[src/sodw_defines.svh]
// timing counts and widths for the dynamic termination block
// assumes one clock at 20 MHz; all counts are whole input clock cycles
`ifndef SODW_DEFINES_SVH
`define SODW_DEFINES_SVH

`define SODW_CLK_PERIOD_NS 50
`define SODW_ODT_HIGH_MIN_SHORT 4'h4
`define SODW_ODT_HIGH_MIN_LONG 4'h6
`define SODW_NOM_TO_WRITE_SUB 5'h02
`define SODW_WRITE_TO_NOM_CHOP 6'h04
`define SODW_WRITE_TO_NOM_FULL 6'h06
`define SODW_WRLVL_FIRST_STROBE_WAIT 8'h28
`define SODW_HIST_W 32
`define SODW_CNT_W 8
`define SODW_CNT_MAX 8'hff

`endif

[src/sodw_pkg.sv]
// types for the dynamic termination block, and the count function it shares with its cycle timer
// assumes sodw_defines.svh is on the include path
`include "sodw_defines.svh"

package sodw_pkg;

	typedef enum logic [2:0] {
		SODW_TERM_OFF = 3'h1,
		SODW_TERM_NOM = 3'h2,
		SODW_TERM_WR = 3'h4
	} sodw_term_t;

	typedef struct packed {
		sodw_term_t term;
		logic [`SODW_HIST_W-1:0] hist;
		logic dly;
		logic wr_active;
		logic chop;
		logic [3:0] hi_cnt;
		logic hi_long;
		logic odt_err;
		logic wrlvl_q;
		logic lvl_err;
	} sodw_state_t;

	// saturating count of clock edges since a start pulse
	function automatic logic [`SODW_CNT_W-1:0] sodw_next_count(
		input logic [`SODW_CNT_W-1:0] cnt,
		input logic start);
		if (start)
			return `SODW_CNT_W'(1);
		else if (cnt == `SODW_CNT_MAX)
			return cnt;
		else
			return cnt + `SODW_CNT_W'(1);
	endfunction

endpackage

[src/sodw_tmr_if.sv]
// start pulse and elapsed cycle count between the block and a cycle timer
// assumes both ends share one clock
interface sodw_tmr_if #(parameter int CW = 8);
	logic start;
	logic [CW-1:0] count;
	modport timer(input start, output count);
	modport user(output start, input count);
endinterface

[src/sodw_cycle_timer.sv]
// edge counter: counts clock edges since the last start pulse
// assumes start is a one-cycle pulse synchronous to clk
`include "sodw_defines.svh"
module sodw_cycle_timer
	import sodw_pkg::*;
(
	input wire logic clk,
	input wire logic rst_b,
	sodw_tmr_if.timer t
);

	typedef struct packed {
		logic [`SODW_CNT_W-1:0] cnt;
	} sodw_tmr_state_t;

	sodw_tmr_state_t cur_reg;
	sodw_tmr_state_t cur_next;

	// =====================================================
	// counter
	always_comb begin
		cur_next = cur_reg;
		cur_next.cnt = sodw_next_count(cur_reg.cnt, t.start);
	end

	always_ff @(posedge clk) begin
		if (!rst_b)
			cur_reg <= '0;
		else
			cur_reg <= cur_next;
	end

	assign t.count = cur_reg.cnt;
endmodule // sodw_cycle_timer

[src/sodw_dyn_term.sv]
// dynamic on-die termination control and controller timing checks
// assumes commands, termination_control and strobe_rise are sampled on clk
// Notes on behaviour
// - write termination starts write_latency minus 2 cycles after the write command
// - chop write returns to nominal 4 cycles plus turn-off latency after reference
// - full write returns to nominal 6 cycles plus turn-off latency after reference
// - every cycle limit counts actual input clock edges, one per cycle
`include "sodw_defines.svh"

module sodw_dyn_term
	import sodw_pkg::*;
(
	input wire logic clk,
	input wire logic rst_b,
	input wire logic termination_control,
	input wire logic wr_cmd,
	input wire logic wr_chop,
	input wire logic wr_term_en,
	input wire logic [4:0] write_latency,
	input wire logic wrlvl_mode,
	input wire logic strobe_rise,
	output logic [2:0] term_state,
	output logic odt_high_short_err,
	output logic wrlvl_strobe_early_err
);

	sodw_state_t cur_reg;
	sodw_state_t cur_next;

	sodw_tmr_if #(.CW(`SODW_CNT_W)) wr_tmr();
	sodw_tmr_if #(.CW(`SODW_CNT_W)) lvl_tmr();

	sodw_cycle_timer u_wr_timer (
		.clk(clk),
		.rst_b(rst_b),
		.t(wr_tmr.timer)
	);

	sodw_cycle_timer u_lvl_timer (
		.clk(clk),
		.rst_b(rst_b),
		.t(lvl_tmr.timer)
	);

	logic [4:0] skew_on;
	logic [5:0] skew_off;
	logic [`SODW_CNT_W-1:0] wr_cnt_next;
	logic odt_dly;
	logic in_win;

	// turn-off latency equals the turn-on delay here, so both use write_latency - 2
	assign skew_on = (write_latency > `SODW_NOM_TO_WRITE_SUB) ?
		write_latency - `SODW_NOM_TO_WRITE_SUB : 5'h00;

	assign wr_tmr.start = wr_cmd;
	assign lvl_tmr.start = wrlvl_mode && !cur_reg.wrlvl_q;

	// =====================================================
	// next state
	always_comb begin
		cur_next = cur_reg;
		cur_next.hist = {cur_reg.hist[`SODW_HIST_W-2:0], termination_control};
		odt_dly = cur_next.hist[skew_on];
		cur_next.dly = odt_dly;

		if (wr_cmd) begin
			cur_next.wr_active = 1'b1;
			cur_next.chop = wr_chop;
		end
		wr_cnt_next = sodw_next_count(wr_tmr.count, wr_cmd);
		skew_off = {1'b0, skew_on} + (cur_next.chop ? `SODW_WRITE_TO_NOM_CHOP :
			`SODW_WRITE_TO_NOM_FULL);

		// a write landing inside a window keeps write termination up, no glitch
		// wr_cnt_next already counts the command edge, so the lower compare is strict and the upper one inclusive
		in_win = cur_next.wr_active && wr_cnt_next <= `SODW_CNT_W'(skew_off) &&
			(wr_cnt_next > `SODW_CNT_W'(skew_on) ||
			cur_reg.term == SODW_TERM_WR);
		if (cur_next.wr_active && wr_cnt_next > `SODW_CNT_W'(skew_off))
			cur_next.wr_active = 1'b0;

		if (odt_dly && in_win && wr_term_en)
			cur_next.term = SODW_TERM_WR;
		else if (odt_dly)
			cur_next.term = SODW_TERM_NOM;
		else
			cur_next.term = SODW_TERM_OFF;

		// high-time check on termination_control
		if (termination_control) begin
			if (!cur_reg.hist[0]) begin
				cur_next.hi_cnt = 4'h1;
				cur_next.hi_long = wr_cmd && !wr_chop;
			end else begin
				if (cur_reg.hi_cnt != 4'hf)
					cur_next.hi_cnt = cur_reg.hi_cnt + 4'h1;
				if (wr_cmd && !wr_chop)
					cur_next.hi_long = 1'b1;
			end
		end else if (cur_reg.hist[0]) begin
			if (cur_reg.hi_cnt < (cur_reg.hi_long ? `SODW_ODT_HIGH_MIN_LONG :
				`SODW_ODT_HIGH_MIN_SHORT))
				cur_next.odt_err = 1'b1;
			cur_next.hi_cnt = 4'h0;
			cur_next.hi_long = 1'b0;
		end

		// strobe too soon after entering write leveling
		cur_next.wrlvl_q = wrlvl_mode;
		if (wrlvl_mode && cur_reg.wrlvl_q && strobe_rise &&
			lvl_tmr.count < `SODW_WRLVL_FIRST_STROBE_WAIT)
			cur_next.lvl_err = 1'b1;
	end

	always_ff @(posedge clk) begin
		if (!rst_b) begin
			cur_reg <= '0;
			cur_reg.term <= SODW_TERM_OFF;
		end else begin
			cur_reg <= cur_next;
		end
	end

	assign term_state = cur_reg.term;
	assign odt_high_short_err = cur_reg.odt_err;
	assign wrlvl_strobe_early_err = cur_reg.lvl_err;
endmodule // sodw_dyn_term

[config.mk]
export PLATFORM = sky130hd
export DESIGN_NAME = sodw_dyn_term
export DESIGN_NICKNAME = d
export VERILOG_FILES = /design/src/sodw_pkg.sv /design/src/sodw_tmr_if.sv /design/src/sodw_cycle_timer.sv /design/src/sodw_dyn_term.sv
export VERILOG_INCLUDE_DIRS = /design/src /design/src/src
export SDC_FILE = /design/constraint.sdc
export NUM_CORES = 1
export LEC_CHECK = 0
export CORE_MARGIN = 2
export CORE_UTILIZATION = 35
export DETAILED_ROUTE_END_ITERATION = 10
export DONT_BUFFER_PORTS = 1
export PLACE_DENSITY = 0.5
export SYNTH_ARGS = -nofsm -noshare
export SYNTH_HDL_FRONTEND = slang
export SYNTH_SLANG_ARGS = --single-unit
export TNS_END_PERCENT = 10
[constraint.sdc]
create_clock -name clk -period 4.9 [get_ports clk]
set_input_delay 0.49 -clock clk [delete_from_list [all_inputs] [get_ports clk]]
set_output_delay 0.49 -clock clk [all_outputs]
set_load 0.01 [all_outputs]
==> Yosys cells after proc, flatten, opt, wreduce, memory -nomap -nowiden <==
Cells that the tools add are included.
{ "totals": {"reg_bits": 60, "inputBits": 13, "out_inout_bits": 5, "elab_cells": 72} }
{ "classes": {"n_addsub": 5, "n_lt_le_gt_ge": 7, "n_eq_ne": 7, "muxes": 18, "bitwise_logic": 2, "n_reduce_logical": 20} }
{ "ops": {"columns": ["op", "count"], "rows": [
  ["$add 8x1->8 const B", 2],
  ["$eq 8x8->1 const B", 2],
  ["$mux 8", 2],
  ["$mux 5", 3],
  ["$logic_and 1x1->1", 10],
  ["$gt 8x5->1", 1],
  ["$gt 8x6->1", 1],
  ["$le 8x6->1", 1],
  ["$lt 8x6->1 const B", 1],
  ["$mux 2", 4],
  ["$add 5x3->6", 1],
  ["$lt 5x6->1 const B", 1],
  ["$mux 6", 1],
  ["$ne 3x2->1 const B", 2],
  ["$reduce_or 2->1", 3],
  ["$bmux 1 s5", 1],
  ["$gt 5x2->1 const B", 1],
  ["$mux 1", 5],
  ["$sub 5x2->5 const B", 1],
  ["$add 4x1->4 const B", 1],
  ["$lt 4x3->1", 1],
  ["$mux 4", 1],
  ["$ne 4x4->1 const B", 1],
  ["$reduce_and 2->1", 2],
  ["8 further kinds", 10]
]} }

==> Logic depth before layout (Yosys ltp) <==
Gate-level depths: netlist (run 1).
{ "logic_depth": {"ltp_word": 9, "mapped_depth": 19, "depth_no_buf": 18} }

==> Modules after synthesis <==
A second synthesis (run 1) with hierarchy kept.
{ "hier_totals": {"hier_cells": 357, "hier_area_um2": 3241.9} }
{ "modules_own_cells": {"columns": ["module", "instances", "cells_per_inst", "area_each_um2", "seq_area_each_um2"], "rows": [
  ["sodw_dyn_term", 1, 269, 2476.1, 880.8],
  ["sodw_cycle_timer", 2, 44, 382.9, 160.2]
]} }

==> Worst setup path before layout (run 1) <==
No wires, ideal clock.
{ "synth_path": {"kind": "input-to-reg", "from": "input port write_latency[1]", "to": "register cur_reg, in the netlist term_state[2]", "setup_time_ns": 0.061, "t_arrival_ns": 3.388, "required_ns": 4.839, "setup_slack_ns": 1.451, "path_stages": 18, "path_buffers": 1, "path_cell_list": "buf_2 -> inv_1 -> ha_1 -> or2b_1 -> o21ai_1 -> inv_1 -> ha_1 -> inv_1 -> a21boi_0 -> o311ai_0 -> nand2_1 -> a21oi_1 -> ha_1 -> a21o_1 -> a21oi_1 -> o21ai_0 -> a2bb2oi_1 -> and4b_1"} }
{ "synth_between": {"elab_chain_len": 9, "word_cells_on_any_way": 14, "cone_classes": "add/sub: 2; order compare: 3; mux: 4; reduce/logical: 5"} }
{ "synth_rtl": {"columns": ["item", "line", "rtl"], "rows": [
  ["start, declared", "sodw_dyn_term.sv:19", "input wire logic [4:0] write_latency,"],
  ["$sub 5x2->5 (no line) / $gt 5x2->1 (equally long branches)", null, null],
  ["$mux 5 (*)", "sodw_dyn_term.sv:52", "assign skew_on = (write_latency > `SODW_NOM_TO_WRITE_SUB) ?"],
  ["$add 5x3->6", "sodw_dyn_term.sv:71", "skew_off = {1'b0, skew_on} + (cur_next.chop ? `SODW_WRITE_TO_NOM_CHOP :"],
  ["$le 8x6->1", "sodw_dyn_term.sv:76", "in_win = cur_next.wr_active && wr_cnt_next <= `SODW_CNT_W'(skew_off) &&"],
  ["$logic_and 1x1->1 (2 in a row)", "sodw_dyn_term.sv:76", null],
  ["$logic_and 1x1->1 (*) (2 in a row)", "sodw_dyn_term.sv:82", "if (odt_dly && in_win && wr_term_en)"],
  ["$mux 3 (*)", "sodw_dyn_term.sv:82", null],
  ["end signal, assigned", "sodw_dyn_term.sv:120", "cur_reg <= cur_next;"],
  ["end, declared", "sodw_dyn_term.sv:27", "sodw_state_t cur_reg;"]
]} }
Mark *: on every way between the ends. The rest lies on a longest branch, timed or not. The select of a mux whose other input is x is not followed.
A chain may end at the register's enable or synchronous reset.

==> Worst setup path after layout (run 1) <==
Same ends and word-level chain as after synthesis.

==> summary.md, run 1 <==
| Metric | Value |
|---|---|
| Grt ovf | `0` |
| Unique masters post-synth | `55` |
| Least-Margin Pin Slew | `0.662 ns` |
| Max reg flops | `31` |
| Sw Ratio | `0.250` |
| Fill count | `840` |
| Die area | `9320 um^2` |
| Critical path type | `in2reg` |
| Worst-path cell chain | `inv_1 > ha_1 > or2b_1 > o21ai_1 > inv_1 > ha_1 > inv_1 > a21boi_0 > o311ai_0 > nand2_1 > a21oi_1 > ha_1 > a21o_1 > a21oi_1 > o21ai_0 > a2bb2oi_1 > and4b_1` |
| CP top delay family | `compound AO/OA/AOI/OAI gates` |
| Largest net degree at the start of global routing | `51` |
| Clock Skews | `0.00992 ns` |
| Final WL | `5980 um` |
| LEAKAGE | `1.29 nW` |
| Fin crit period | `3.32 ns` |
| CP endpoint kind | `flip-flop` |
| # placed instances | `422` |
| DR iter-0 viols | `140` |
| Max Fanout on Critical Path | `17` |
| Worst hold path type | `in2reg` |
| R2R cell count | `14` |
| Clk_lat worst skew | `0.34 ns` |
| Max cap viols | `0` |
| Core Box Area | `8260 um^2` |
| RSZ-0062 raised after global routing | `no` |
| Vias in the first global route | `2110` |
| Critical path startpoint category | `primary input` |
| Power density over cell area | `307 nW/um^2` |
| CP Data Required Time | `5.18 ns` |
| Post-CTS sizing | `0` |
| Max stage delay on crit path | `0.33 ns` |
| First-pass DRT Iterations | `4` |
| Initial antenna violation count | `0` |
| Routed vias | `2226` |
| Met1 usage | `0.188` |
| WL per Instance | `13.7 um` |
| Ys async rst share | `0` |
| Sequential cell area | `1200 um^2` |
| Switching power | `0.248 mW` |
| GR Util met2 | `0.210` |
| Worst slew margin | `0.555` |
| FF+latch count, synth | `60` |
| Hpwl dp | `4260 um` |
| Reg clk slew, reported paths | `0.06 ns` |
| Busiest layer in global routing | `met2` |
| Postcts setup bufs | `0` |
| Site Rows | `33` |
| Final setup fails | `0` |
| Layout cell share with drive strength beyond 1 | `0.0753` |
| Clk root buf | `clkbuf_8` |
| Die H | `96.6 um` |
| Post-route clock period utilization | `0.678` |
| I/O pin cnt | `18` |
| CP arrival | `3.60 ns` |
| Worst reg2reg setup slack | `2.08 ns` |
| H-Tree Level Count | `3` |
| Setup_tns | `0 ns` |
| CTS buffer count | `9` |
| Power Internal | `0.744 mW` |
| CTS tree | `done` |
| Layout area overhead | `7.68%` |
| DRC viols | `0` |
| Seq pwr share | `0.508` |
| Post-DRT Antenna Nets | `0` |
| R2R Path Start | `cur_reg[8]` |
| Cells after Synth | `333` |
| Diode count | `0` |
| Initial cell density of the core | `0.363` |
| Hold Startpoint | `wr_term_en` |
| Clock power share | `0.404` |
| Bufs on Longest Clock Path | `2` |
| Area of the multi-input gates | `1670 um^2` |
| WP depth | `17` |
| Peak VDD IR | `0.141 mV` |
| Slowest-stage cell, CP | `o311ai_0` |
| Mapped Avg Cell Area | `9.00 um^2` |
| Synth Net Count | `362` |
| Power share of the combinational group | `0.088` |
| Worst Path Buf+Inv | `3` |
| Clock sink count | `60` |
| Finished Layout Cells | `437` |
| Achievable Freq | `301 MHz` |
| Hold WS | `0.266 ns` |
| Post-synth EDFFs | `0` |
| Register area share after synthesis | `0.401` |
| Synth Warn # | `0` |
| Count of pins over their slew limit | `0` |
| Hold-fix buffers at CTS | `0` |
| Post-synth top flop | `dfxtp_1` |
| Cell area after synthesis | `3000 um^2` |
| Gr usage total | `0.142` |
| Routed vias/inst | `5.09` |
| RR Endpoint | `term_state[2]` |
| Global-route wire length before repair | `10000 um` |
| CP endpoint | `term_state[2]` |
| Die width | `96.6 um` |
| Port Buffers | `0` |
| Final nets | `357` |
| Setup slack after layout | `1.58 ns` |
| Outcome | `completed` |
| Met3 Usage GRT | `0.0365` |
| Fin. Hold Viols | `0` |
| Worst slack, placed | `1.23 ns` |
| Worst Setup SP | `write_latency[1]` |
| Placer congestion estimate | `0.808` |
per-stage QoR:
stage	power (mW)	util	cell area [um^2]
after floorplan	0.598	-	3000
after global placement	0.604	0.370	3050
after detailed placement	0.603	0.370	3050
after CTS	1.01	0.391	3230
after global routing	1.04	0.391	3230
final	0.992	0.391	3230
metal layers:
| layer | wire length [um] | part of all wire |
|---|---|---|
| met4 | 102 | 0.017 |
| met1 | 3030 | 0.51 |
| met3 | 254 | 0.042 |
| met5 | 0 | 0 |
| met2 | 2590 | 0.43 |
cell families after synthesis:
kind of cell	after synthesis	synth area share
adders and majority gates	16	0.0668
muxes	15	0.0597
DFF	60	0.401
AOI/OAI and AO/OA	63	0.142
and+or+nand+nor	138	0.255
xor gates and xnor gates	11	0.0321
buffers and inverters	30	0.0434
cell type report:
cell class / count / area share
Clock inverter: 4 / 0.00775
Clock buffer: 11 / 0.0469
Multi-Input combinational cell: 243 / 0.516
Sequential cell: 60 / 0.372
Tap cell: 105 / 0.0407
Inverter: 14 / 0.0163
power groups by stage:
stage	logic (mW)	clock network [mW]	registers (mW)
2_1_floorplan	0.0846	0	0.513
3_3_place_gp	0.0878	0	0.516
3_5_place_dp	0.0870	0	0.516
4_1_cts	0.0879	0.413	0.505
5_1_grt	0.100	0.436	0.506
6_report	0.0870	0.401	0.505
cells in the final DEF (no fill, tap or decap), drive strengths merged, types with 8 or more instances in the layout:
cell type | Yosys | layout
nand2b | 8 | 8
inv | 14 | 14
nand3 | 10 | 10
nand2 | 19 | 19
a21oi | 11 | 11
ha | 16 | 16
clkbuf | 9 | 11
mux2i | 10 | 10
and2 | 38 | 38
nor2 | 27 | 27
o21ai | 15 | 15
nor2b | 8 | 8
dfxtp | 60 | 60
synth_stat cells (5+ instances only):
cell type	instances	area (um^2)
nand2b_1	8	50.1
dfxtp_1	60	1200
nand2_1	19	71.3
nand3_1	10	50.1
clkbuf_1	9	33.8
mux2i_1	10	100
nor2_1	27	101
a21oi_1	11	55.1
nor2b_1	7	43.8
inv_1	14	52.6
xnor2_1	6	52.6
nor3_1	5	25.0
a21boi_0	5	37.5
nand4_1	6	37.5
ha_1	16	200
o21ai_0	14	70.1
and2_1	38	238
xor2_1	5	43.8
worst min-delay path by stage:
stage                          endpoint  depth (start not counted)
after floorplan            cur_next[32]                          1
after CTS                  cur_next[12]                          1
after global placement     cur_next[31]                          1
final                     term_state[1]                          1
after detailed placement   cur_next[14]                          1
after global routing      term_state[1]                          1
(Power assumes the default switching activity.)
==> run 2: changes to the inputs <==
--- a/config.mk
+++ b/config.mk
@@ -10,7 +10,7 @@
 export CORE_UTILIZATION = 35
 export DETAILED_ROUTE_END_ITERATION = 10
 export DONT_BUFFER_PORTS = 1
-export PLACE_DENSITY = 0.5
+export PLACE_DENSITY = 0.52
 export SYNTH_ARGS = -nofsm -noshare
 export SYNTH_HDL_FRONTEND = slang
 export SYNTH_SLANG_ARGS = --single-unit
==> constraint.sdc (replaced) <==
create_clock -name clk -period 3 [get_ports clk]
set_input_delay 0.3 -clock clk [delete_from_list [all_inputs] [get_ports clk]]
set_output_delay 0.3 -clock clk [all_outputs]
set_load 0.01 [all_outputs]
==> summary.md, run 2 (synthesis gave the netlist of run 1 again) <==
| Metric | Value |
|---|---|
| Outcome | `completed` |
| Post-CTS sizing | `0` |
| Max reg flops | `31` |
| Initial cell density of the core | `0.363` |
| CP Data Required Time | `3.27 ns` |
| Die H | `96.6 um` |
| Site Rows | `33` |
| Die area | `9320 um^2` |
| Most common cell after layout, fill and taps aside | `dfxtp_1` |
| LEAKAGE | `1.35 nW` |
| Vias in the first global route | `2144` |
| Critical path type | `reg2reg` |
| Achievable Freq | `371 MHz` |
| Die width | `96.6 um` |
| Routed vias | `2244` |
| Post-layout instance area | `3340 um^2` |
| Setup slack after layout | `0.302 ns` |
| Diode count | `0` |
| Slowest-stage cell, CP | `a21boi_1` |
| Power Total | `1.79 mW` |
| CTS tree | `done` |
| Layout cell share with drive strength beyond 1 | `0.100` |
| Fin crit period | `2.70 ns` |
| Clock Skews | `0.00802 ns` |
| CP endpoint kind | `flip-flop` |
| Clk_lat worst skew | `0.34 ns` |
| Worst slack, placed | `0.0297 ns` |
| Gr usage total | `0.148` |
| Final nets | `364` |
| Post-DRT Antenna Nets | `0` |
| Hold WS | `0.0710 ns` |
| Finished Layout Cells | `445` |
| Max stage delay on crit path | `0.34 ns` |
| Layout area overhead | `11.4%` |
| Core Box Area | `8260 um^2` |
| Global-route wire length before repair | `10400 um` |
| WL per Instance | `13.9 um` |
| Setup_tns | `0 ns` |
| Grt ovf | `0` |
| Initial antenna violation count | `0` |
| H-Tree Level Count | `3` |
| Fill count | `829` |
| Count of pins over their slew limit | `0` |
| I/O pin cnt | `18` |
| RSZ-0062 raised after global routing | `no` |
| # placed instances | `429` |
| CP arrival | `2.97 ns` |
| Reg clk slew, reported paths | `0.07 ns` |
| DRC viols | `0` |
| Hold-fix buffers at CTS | `0` |
| Routed vias/inst | `5.04` |
| Critical path startpoint category | `flip-flop` |
| Clock sink count | `60` |
| Max Fanout on Critical Path | `5` |
| First-pass DRT Iterations | `6` |
| Final core occ | `0.405` |
| Clk root buf | `clkbuf_8` |
| Final WL | `6200 um` |
| Peak VDD IR | `0.197 mV` |
| Largest net degree at the start of global routing | `51` |
| Fin. Hold Viols | `0` |
| Worst hold path type | `in2reg` |
| Bufs on Longest Clock Path | `2` |
| Least-Margin Pin Slew | `0.762 ns` |
| Worst-path cell chain | `mux2i_1 > ha_1 > inv_1 > a21boi_1 > nand2_1 > o2111ai_1 > nand2_1 > a21oi_1 > ha_1 > a21o_1 > a21oi_1 > o21ai_0 > a2bb2oi_1 > and4b_1` |
| Port Buffers | `0` |
| Post-route clock period utilization | `0.899` |
| Worst slew margin | `0.488` |
| Min-Delay Path Depth | `1` |
| Max cap viols | `0` |
| R2R cell count | `14` |
| Postcts setup bufs | `0` |
| Final setup fails | `0` |
| Hpwl dp | `4440 um` |
| Placement-stage cell area | `3120 um^2` |
| Power density over cell area | `535 nW/um^2` |
| CTS buffer count | `9` |
| Placer congestion estimate | `0.864` |
| DR iter-0 viols | `136` |
| Most frequent cells in the layout | `60 x dfxtp_1, 38 x and2_1, 27 x nor2_1, 19 x nand2_1, 15 x ha_1` |
## run 2: power breakdown
part	total, mW	switching [mW]	internal (mW)
combinational	0.153	0.0785	0.0747
clock	0.811	0.322	0.490
sequential	0.824	0.0127	0.812
## run 2: path summary, 6_finish.rpt
check	start	slack [ns]	to
min reg2reg	cur_next[21]	0.45	cur_next[22]
max reg2reg	cur_reg[8]	0.30	term_state[2]
min	wr_term_en	0.07	term_state[1]
max	cur_reg[8]	0.30	term_state[2]
## run 2: critical path: cells and delay by family (launching register included)
kind            cells  cell delay (ns)
compound gates      7             1.21
fa+ha+maj           2             0.45
buf+inv             1             0.05
simple gates        3             0.38
mux                 1             0.24
flops               1             0.30
## run 2: area by class of cell
cell class,count,area (um^2),area share
timing repair buffer,7,52.6,0.0157
multi-input combinational,243,1680,0.504
sequential,60,1200,0.360
inverter,14,55.1,0.0165
clock buffer,12,145,0.0434
clock inverter,4,72.6,0.0217
tap,105,131,0.0393
## run 2: layer usage
layer  GRT usage  share of wire  up-vias  wire length (um)
met5           0              0        -                 0
li1            -              -     1171                 -
met4      0.0822          0.019        0               120
met3      0.0372          0.033        8               207
met2       0.221           0.43       23              2690
met1       0.195           0.51     1042              3190
